<file path="src/core/pmm_cfg.svh">
// Purpose: constants for the program memory map and mode select block
// Assumes: 16-bit byte addresses, 8-bit data
// Notes:   vector, trap and reserved regions of the top page
`ifndef PMM_CFG_SVH
`define PMM_CFG_SVH
`define PMM_VEC_LO_START   16'h7F9C
`define PMM_VEC_LO_END     16'h7FBF
`define PMM_TRAP_START     16'h7FC0
`define PMM_TRAP_END       16'h7FDF
`define PMM_RSVD_START     16'h7FE0
`define PMM_RSVD_END       16'h7FEB
`define PMM_VEC_HI_START   16'h7FEC
`define PMM_VEC_HI_END     16'h7FFF
`define PMM_VEC_RESET      16'h7FFE
`define PMM_VEC_INT1       16'h7FFC
`define PMM_VEC_INT2       16'h7FFA
`define PMM_VEC_INT3       16'h7FF8
`define PMM_ROM_WAIT       2'h2
`define PMM_PROGRAM_VOLTAGE_SELECT_BIT_BIT       3'h6
`define PMM_ROM_BASE       16'h8000
`define PMM_ROM_AW         4'hF
`endif

</file>
<file path="src/core/pmm_pkg.sv">
// Purpose: types for the program memory map and mode select block
// Assumes: nothing beyond the cfg header
// Notes:   states are one-hot style codes; modes are binary
package pmm_pkg;
  typedef enum logic [1:0] {
    PMM_MODE_MC_SINGLE = 2'h0,
    PMM_MODE_MC_EXPAND = 2'h1,
    PMM_MODE_MP_NOINT  = 2'h2,
    PMM_MODE_MP_INT    = 2'h3
  } pmm_mode_t;
  typedef enum logic [2:0] {
    PMM_ST_IDLE = 3'h1,
    PMM_ST_WAIT = 3'h2,
    PMM_ST_DONE = 3'h4
  } pmm_state_t;
  typedef enum logic [1:0] {
    PMM_PIN_IO  = 2'h0,
    PMM_PIN_CS  = 2'h1,
    PMM_PIN_STB = 2'h2
  } pmm_pinfn_t;
endpackage

</file>
<file path="src/core/pmm_core.sv">
// Purpose: program memory map, ROM read timing, EPROM write gate, mode select
// Assumes: single 50 MHz clock, all inputs synchronous
// Notes:   ROM contents come from an outside array via rom_rdata
`timescale 1ns/1ns
`default_nettype none
`include "pmm_cfg.svh"
// Operation
// - Vector regions reserved in top page
// - Sixteen trap vectors at 7FC0h-7FDFh
// - Reset and external interrupt vector slots
// - Mask ROM read takes two cycles
// - Secured parts block programmer readout
// - No on-chip memory: microprocessor only
// - EPROM reads ordinary, writes need sequence
// - EPROM write needs voltage and select bit
// - Programming voltage forces EEPROM override
// - Expansion parts: two groups, two variants
// - No expansion: single-chip only
// - Mode pin low at release: microcomputer
// - Mode pin high at release: microprocessor
// - Mode latched; new reset changes it
// - High voltage after reset: override
// - Control port pins pick three functions
// - Chip select and strobe function sets
// - Byte addressable, data and code fetch
module pmm_core (
  // Clock and reset
  input  wire logic             sys_clk,
  input  wire logic             nrst,
  // Straps and pins
  input  wire logic             mode_select_pin,
  input  wire logic             programming_voltage,
  input  wire logic             has_expansion,
  input  wire logic             has_onchip_prog,
  input  wire logic             secure_option,
  input  wire logic             ext_expand_en,
  // CPU fetch port
  input  wire logic             rd_req,
  input  wire logic             programmer_rd,
  input  wire logic [15:0]      rd_addr,
  // EPROM write request
  input  wire logic             eprom_wr_req,
  input  wire logic [7:0]       eprom_control_register,
  // Control port selects
  input  wire logic [15:0]      port_fn_sel,
  input  wire logic [7:0]       port_io_out,
  // ROM array
  input  wire logic [7:0]       rom_rdata,
  output logic [14:0]           rom_addr,
  // Read answer
  output logic                  rd_valid,
  output logic [7:0]            rd_data,
  output logic                  rd_ext,
  // Region flags
  output logic                  vec_region,
  output logic                  trap_region,
  output logic                  rsvd_region,
  // Vector address outputs
  output logic [15:0]           reset_vec_addr,
  output logic [15:0]           trap_vec_addr,
  // Mode and protection
  output logic [1:0]            mem_mode,
  output logic                  eprom_wr_en,
  output logic                  write_protect_override,
  output logic [7:0]            port_level
);
  logic       mp_mode;
  logic [7:0] pin_level;
  pmm_pkg::pmm_state_t st_reg;
  pmm_pkg::pmm_state_t st_next;
  logic [1:0]  wait_reg;
  logic [1:0]  wait_next;
  logic [15:0] addr_reg;
  logic [15:0] addr_next;
  logic        sec_reg;
  logic        sec_next;
  logic        onchip_hit;
  logic        rvalid_next;
  logic [7:0]  rdata_next;
  logic        rext_next;
  logic [14:0] raddr_next;
  logic        vec_next;
  logic        trap_next;
  logic        rsvd_next;
  logic [1:0]  mode_next;
  logic        wr_en_next;
  logic        wpo_next;
  logic        wpo_armed_reg;
  logic        wpo_armed_next;
  logic        cs_hit;
  logic        ext_hit;

  // Mode capture at reset release
  pmm_mode_latch u_mode (
    .sys_clk        (sys_clk),
    .nrst           (nrst),
    .mode_select_pin(mode_select_pin),
    .has_expansion  (has_expansion),
    .mp_mode        (mp_mode)
  );

  // Address falls in on-chip program space
  assign onchip_hit = has_onchip_prog && (rd_addr >= `PMM_ROM_BASE) &&
                      !mp_mode;
  // Chip select window and external access flag
  assign cs_hit  = rd_req && (rd_addr[15:13] == 3'h1) && ext_expand_en;
  assign ext_hit = rd_req && (mp_mode || ext_expand_en) && !has_onchip_prog;

  // Control port pin function slices
  genvar gi;
  generate
    for (gi = 0; gi < 8; gi = gi + 1) begin : g_pin
      pmm_pin_fn u_fn (
        .fn_sel   (port_fn_sel[2*gi+1:2*gi]),
        .mp_mode  (mp_mode),
        .cs_hit   (cs_hit),
        .ext_hit  (ext_hit),
        .io_out   (port_io_out[gi]),
        .pin_level(pin_level[gi])
      );
    end
  endgenerate

  // ROM read sequencer: request, one wait, answer
  always_comb begin
    st_next     = st_reg;
    wait_next   = wait_reg;
    addr_next   = addr_reg;
    sec_next    = sec_reg;
    rvalid_next = 1'b0;
    rdata_next  = rd_data;
    rext_next   = 1'b0;
    raddr_next  = rom_addr;
    case (st_reg)
      pmm_pkg::PMM_ST_IDLE: begin
        if (rd_req && onchip_hit) begin
          addr_next  = rd_addr;
          raddr_next = rd_addr[14:0];
          sec_next   = programmer_rd & secure_option;
          wait_next  = `PMM_ROM_WAIT - 2'h1;
          st_next    = pmm_pkg::PMM_ST_WAIT;
        end else if (rd_req) begin
          rext_next = 1'b1;
        end
      end
      pmm_pkg::PMM_ST_WAIT: begin
        wait_next = wait_reg - 2'h1;
        if (wait_reg == 2'h1) begin
          st_next = pmm_pkg::PMM_ST_DONE;
        end
      end
      pmm_pkg::PMM_ST_DONE: begin
        rvalid_next = 1'b1;
        rdata_next  = sec_reg ? 8'h00 : rom_rdata;
        st_next     = pmm_pkg::PMM_ST_IDLE;
      end
      default: st_next = pmm_pkg::PMM_ST_IDLE;
    endcase
  end

  // Region flags decoded from rd_addr, then registered
  always_comb begin
    vec_next  = (rd_addr >= `PMM_VEC_LO_START && rd_addr <= `PMM_VEC_LO_END) ||
                (rd_addr >= `PMM_VEC_HI_START && rd_addr <= `PMM_VEC_HI_END);
    trap_next = rd_addr >= `PMM_TRAP_START && rd_addr <= `PMM_TRAP_END;
    rsvd_next = rd_addr >= `PMM_RSVD_START && rd_addr <= `PMM_RSVD_END;
  end

  // Mode, write gate and override; variant picks expansion or internal
  always_comb begin
    if (!has_expansion) begin
      mode_next = pmm_pkg::PMM_MODE_MC_SINGLE;
    end else if (mp_mode || !has_onchip_prog) begin
      mode_next = has_onchip_prog ? pmm_pkg::PMM_MODE_MP_INT
                                  : pmm_pkg::PMM_MODE_MP_NOINT;
    end else begin
      mode_next = ext_expand_en ? pmm_pkg::PMM_MODE_MC_EXPAND
                                : pmm_pkg::PMM_MODE_MC_SINGLE;
    end
    // Voltage ignored until after first post-reset cycle
    wpo_armed_next = 1'b1;
    wpo_next   = programming_voltage && wpo_armed_reg;
    wr_en_next = wpo_next && eprom_control_register[`PMM_PROGRAM_VOLTAGE_SELECT_BIT_BIT]
                 && eprom_wr_req && has_onchip_prog;
  end

  // Register all state and outputs
  always_ff @(posedge sys_clk or negedge nrst) begin
    if (!nrst) begin
      st_reg                 <= pmm_pkg::PMM_ST_IDLE;
      wait_reg               <= 2'h0;
      addr_reg               <= 16'h0000;
      sec_reg                <= 1'b0;
      rd_valid               <= 1'b0;
      rd_data                <= 8'h00;
      rd_ext                 <= 1'b0;
      rom_addr               <= 15'h0000;
      vec_region             <= 1'b0;
      trap_region            <= 1'b0;
      rsvd_region            <= 1'b0;
      mem_mode               <= 2'h0;
      eprom_wr_en            <= 1'b0;
      write_protect_override <= 1'b0;
      wpo_armed_reg          <= 1'b0;
      port_level             <= 8'hFF;
      reset_vec_addr         <= 16'h0000;
      trap_vec_addr          <= 16'h0000;
    end else begin
      st_reg                 <= st_next;
      wait_reg               <= wait_next;
      addr_reg               <= addr_next;
      sec_reg                <= sec_next;
      rd_valid               <= rvalid_next;
      rd_data                <= rdata_next;
      rd_ext                 <= rext_next;
      rom_addr               <= raddr_next;
      vec_region             <= vec_next;
      trap_region            <= trap_next;
      rsvd_region            <= rsvd_next;
      mem_mode               <= mode_next;
      eprom_wr_en            <= wr_en_next;
      write_protect_override <= wpo_next;
      wpo_armed_reg          <= wpo_armed_next;
      port_level             <= pin_level;
      // High byte at even address of each slot
      reset_vec_addr         <= `PMM_VEC_RESET;
      trap_vec_addr          <= `PMM_TRAP_END - {11'h000, rd_addr[3:0], 1'b1};
    end
  end
endmodule
`default_nettype wire

</file>
<file path="src/core/pmm_mode_latch.sv">
// Purpose: capture memory mode when reset is released
// Assumes: mode pin synchronous to sys_clk
// Notes:   capture occurs on first clock after reset deasserts
`timescale 1ns/1ns
`default_nettype none
module pmm_mode_latch (
  // Clock and reset
  input  wire logic             sys_clk,
  input  wire logic             nrst,
  // Straps
  input  wire logic             mode_select_pin,
  input  wire logic             has_expansion,
  // Result
  output var  logic             mp_mode
);
  logic armed_reg;
  logic armed_next;
  logic mp_next;

  // Catch the pin once, then hold until next reset
  always_comb begin
    armed_next = 1'b1;
    mp_next    = mp_mode;
    if (!armed_reg) begin
      mp_next = mode_select_pin & has_expansion;
    end
  end

  // No strap sampled under async reset: constants only
  always_ff @(posedge sys_clk or negedge nrst) begin
    if (!nrst) begin
      armed_reg <= 1'b0;
      mp_mode   <= 1'b0;
    end else begin
      armed_reg <= armed_next;
      mp_mode   <= mp_next;
    end
  end
endmodule
`default_nettype wire

</file>
<file path="src/core/pmm_pin_fn.sv">
// Purpose: one control-port pin function select
// Assumes: software writes the select as plain ports
// Notes:   chip select only legal in microcomputer mode
`timescale 1ns/1ns
`default_nettype none
module pmm_pin_fn (
  // Inputs
  input  wire logic [1:0]       fn_sel,
  input  wire logic             mp_mode,
  input  wire logic             cs_hit,
  input  wire logic             ext_hit,
  input  wire logic             io_out,
  // Output level
  output logic                  pin_level
);
  // Active-low strobe and chip select, I/O passes through
  always_comb begin
    case (fn_sel)
      pmm_pkg::PMM_PIN_CS:  pin_level = ~(cs_hit & ~mp_mode);
      pmm_pkg::PMM_PIN_STB: pin_level = ~ext_hit;
      default:              pin_level = io_out;
    endcase
  end
endmodule
`default_nettype wire

</file>
<file path="config.mk">
export PLATFORM = sky130hd
export DESIGN_NAME = pmm_core
export DESIGN_NICKNAME = d
export VERILOG_FILES = /design/src/core/pmm_pkg.sv /design/src/core/pmm_core.sv /design/src/core/pmm_mode_latch.sv /design/src/core/pmm_pin_fn.sv
export VERILOG_INCLUDE_DIRS = /design/src /design/src/core
export SDC_FILE = /design/constraint.sdc
export NUM_CORES = 1
export LEC_CHECK = 0
export ABC_AREA = 1
export BUFFER_PORTS_ARGS = -buffer_cell sky130_fd_sc_hd__buf_2
export CAP_MARGIN = 20
export CORE_ASPECT_RATIO = 1.5
export CORE_UTILIZATION = 40
export DETAILED_ROUTE_END_ITERATION = 10
export MAX_ROUTING_LAYER = met4
export PLACE_DENSITY = 0.74
export SYNTH_ARGS = -nofsm -noshare
export SYNTH_HDL_FRONTEND = slang
export SYNTH_HIERARCHICAL = 1
export SYNTH_SLANG_ARGS = --single-unit
export TNS_END_PERCENT = 50
</file>
<file path="constraint.sdc">
create_clock -name sys_clk -period 1.4 [get_ports sys_clk]
set_input_delay 0.35 -clock sys_clk [delete_from_list [all_inputs] [get_ports sys_clk]]
set_output_delay 0.35 -clock sys_clk [all_outputs]
set_load 0.005 [all_outputs]
</file>
==> metrics <==
status finished with violations; failing checks setup timing; VDD IR-drop max 0.470 mV; Syn. warnings 6; global-route wire length before repair 9890 um; internal power 0.00247 W; Netlist cell types 23; R2R setup slack -0.02 ns; pwr/cell area between 900 and 1000 nW/um2; Final TNS setup -0.0195 ns; worst min path class input port to flip-flop; final WL about 6000 um; antenna cells 0; total gr overflow 0; crit end category flip-flop; CTS Buffer Depth 2; CP Class flip-flop to flip-flop; Hold Crit Depth 2; final worst path period need 1.42 ns; Row Count 36; Die W about 70 um; Detail Route Antenna Nets 0; initial antenna violation count 0; min-delay src rd_addr[1]; max FFs per register 15; biggest regs rom_addr (15), port_level (8), rd_data (8); Gate power share between 20% and 30%; Initial DRT Pass Iterations 4; Cells after Synth roughly 320; Initial Util between 40% and 50%; Sw Ratio 28.9%; die height 104 um; RR Endpoint rd_ext; most frequent cells in the layout 126 x buf_2, 70 x inv_1, 54 x nand2_1, 43 x dfrtp_1, 21 x nand3_1; synthesis-to-layout area growth 26.4%; largest net degree at the start of global routing between 40 and 50; R2R cell count 6; clk_lat worst skew 0.30 ns; Mapped Area 2790 um2; core area around 6600 um2; H-tree levels 2; PortBufs ~130; clk slew on worst S/H paths 0.10 ns; I/O pin count roughly 140; Final nets 522; #FFs+latches synth 53; Clk pwr share 24.1%; Layout fillers about 620; DRC Markers 0; Reg power frac approximately 53%; syn avg cell area between 8 and 9 um2; startpoint types flip-flop; number of global-route vias before repair 2242; WP data required 1.61 ns; Final Cell Area 3530 um2; fmax around 700 MHz; GP Congestion approximately 0.79; dpl cell area 3390 um2; register area share after synthesis 47.9%; GRT Overall Usage 17.1%; RSZ-0062 raised after global routing true; period utilisation layout 101%; RR Startpoint st_reg[0]; Root Driver clkbuf_8; Num CTS Buffers 5; WL/cell 11.6 um; P_sw 0.00100 W; Worst Hold Path EP trap_vec_addr[2]; most common cell after layout, fill and taps aside buf_2; DP HPWL approximately 4700 um; final worst setup slack -0.0195 ns; Critical Path Fanout Max 8; Clock Skew 0.00798 ns; total number of vias 2289; CTS sink cnt 53; CP arrival 1.63 ns; Max Slew Vio Count 0; Final Hold Viols 0; layout cell share with drive strength beyond 1 40.1%; CTS tree built; Pleak 2.03 nW; vias per inst 4.44; drt initial violations 75; die area 7330 um2; final setup violation count 1; Most flops, register rom_addr; max cap viols 0
[layout make-up]
class                           count  area, um2  share of cell area, %
Clock buffer                        7       76.3                   2.16
Clock inverter                      1       7.51                  0.213
Inverter                           71        267                   7.55
Multi-Input combinational cell    169        995                   28.2
Sequential cell                    53       1340                   37.9
Tap cell                           76       95.1                   2.69
Timing Repair Buffer              138        752                   21.3
[cell usage after synthesis]
master   number  share of area, %
nor2_4        1              0.40
nand3_1      21               3.8
nand4_1       3              0.67
nand2_2       3              0.67
inv_1        71               9.5
nor3_4        1              0.58
ha_1         17               7.6
nand2_4       1              0.40
nand2_1      54               7.3
dfrtp_1      44                39
a21oi_1      18               3.2
nor3_1        5              0.90
nor2_1       13               1.7
nand3_2       3               1.1
o21ai_2       9               2.8
nor3_2        1              0.36
a31oi_1       1              0.22
conb_1        3              0.40
nor4_1        1              0.22
buf_4        29               7.8
dfstp_2       9               8.5
buf_6         2              0.81
o21ai_0       9               1.6
[power by group through the flow]
stage | clock, W | sequential [W] | combinational, W
final | 0.000839 | 0.00184 | 0.000800
after global routing | 0.000929 | 0.00187 | 0.000923
after CTS | 0.000863 | 0.00184 | 0.000792
after detailed placement | 0 | 0.00187 | 0.000787
after global placement | 0 | 0.00186 | 0.000761
after floorplan | 0 | 0.00189 | 0.000396
[through the flow]
step / setup WS, ns / hold WS [ns] / cells / total power (W) / util (%)
finish: -0.0195 / 0.211 / 515 / 0.00348 / 53.3
global route: -0.0654 / 0.205 / 515 / 0.00372 / 53.3
CTS: 0.00864 / 0.208 / 513 / 0.00350 / 52.6
detailed placement: -0.00696 / 0.241 / 504 / 0.00266 / 51.2
global placement: 0.0145 / 0.241 / 504 / 0.00262 / 51.2
floorplan: 0.0194 / 0.0544 / 323 / 0.00228 / -
[cells by family (layout without fill, tap and decap cells)]
logic type                 count (synthesis)  after routing  share of synthesized area [%]
and+or+nand+nor                          107            108                           18.1
buffers and inverters                    102            217                           18.1
other                                      3              7                          0.403
AOI/OAI and AO/OA                         37             37                           7.89
adders and majority gates                 17             17                           7.62
DFF                                       53             53                           47.9
[worst max-delay path by stage]
stage                    from  slack [ns]  cells after the start       endpoint
floorplan           st_reg[0]        0.02                      6   rom_addr[13]
global placement       rd_req        0.01                      7  port_level[5]
detailed placement     rd_req      -0.007                      7  port_level[7]
CTS                 st_reg[0]       0.009                      5    rom_addr[4]
global route        st_reg[0]       -0.07                      6         rd_ext
finish              st_reg[0]       -0.02                      6         rd_ext
[repair_timing]
action | in CTS | in global routing
setup endpoints to repair | 23 | 51
hold buffers | 1 | 0
resized for setup | 1 | 4
gates cloned | 0 | 1
setup buffers | 0 | 1
pin swaps | 0 | 2
endpoints found under the hold margin | 7 | 0
[per-layer routing]
layer | global-route usage (%) | vias up | share of wire [%] | wire length, um
met1 | 18.9 | 1022 | 39 | 2320
met5 | - | - | 0 | 0
li1 | - | 1176 | - | -
met4 | 4.00 | 0 | 1.5 | 88
met2 | 30.5 | 82 | 54 | 3220
met3 | 4.07 | 9 | 6.2 | 370
[worst max-delay path, cell delays in order (launching register included)]
cell and delay, ns:
dfstp_2 0.57, inv_2 0.06, nor3_4 0.20, buf_12 0.15
buf_6 0.13, nand2_1 0.05, a31oi_1 0.17
Power figures use the tool's default switching activity.
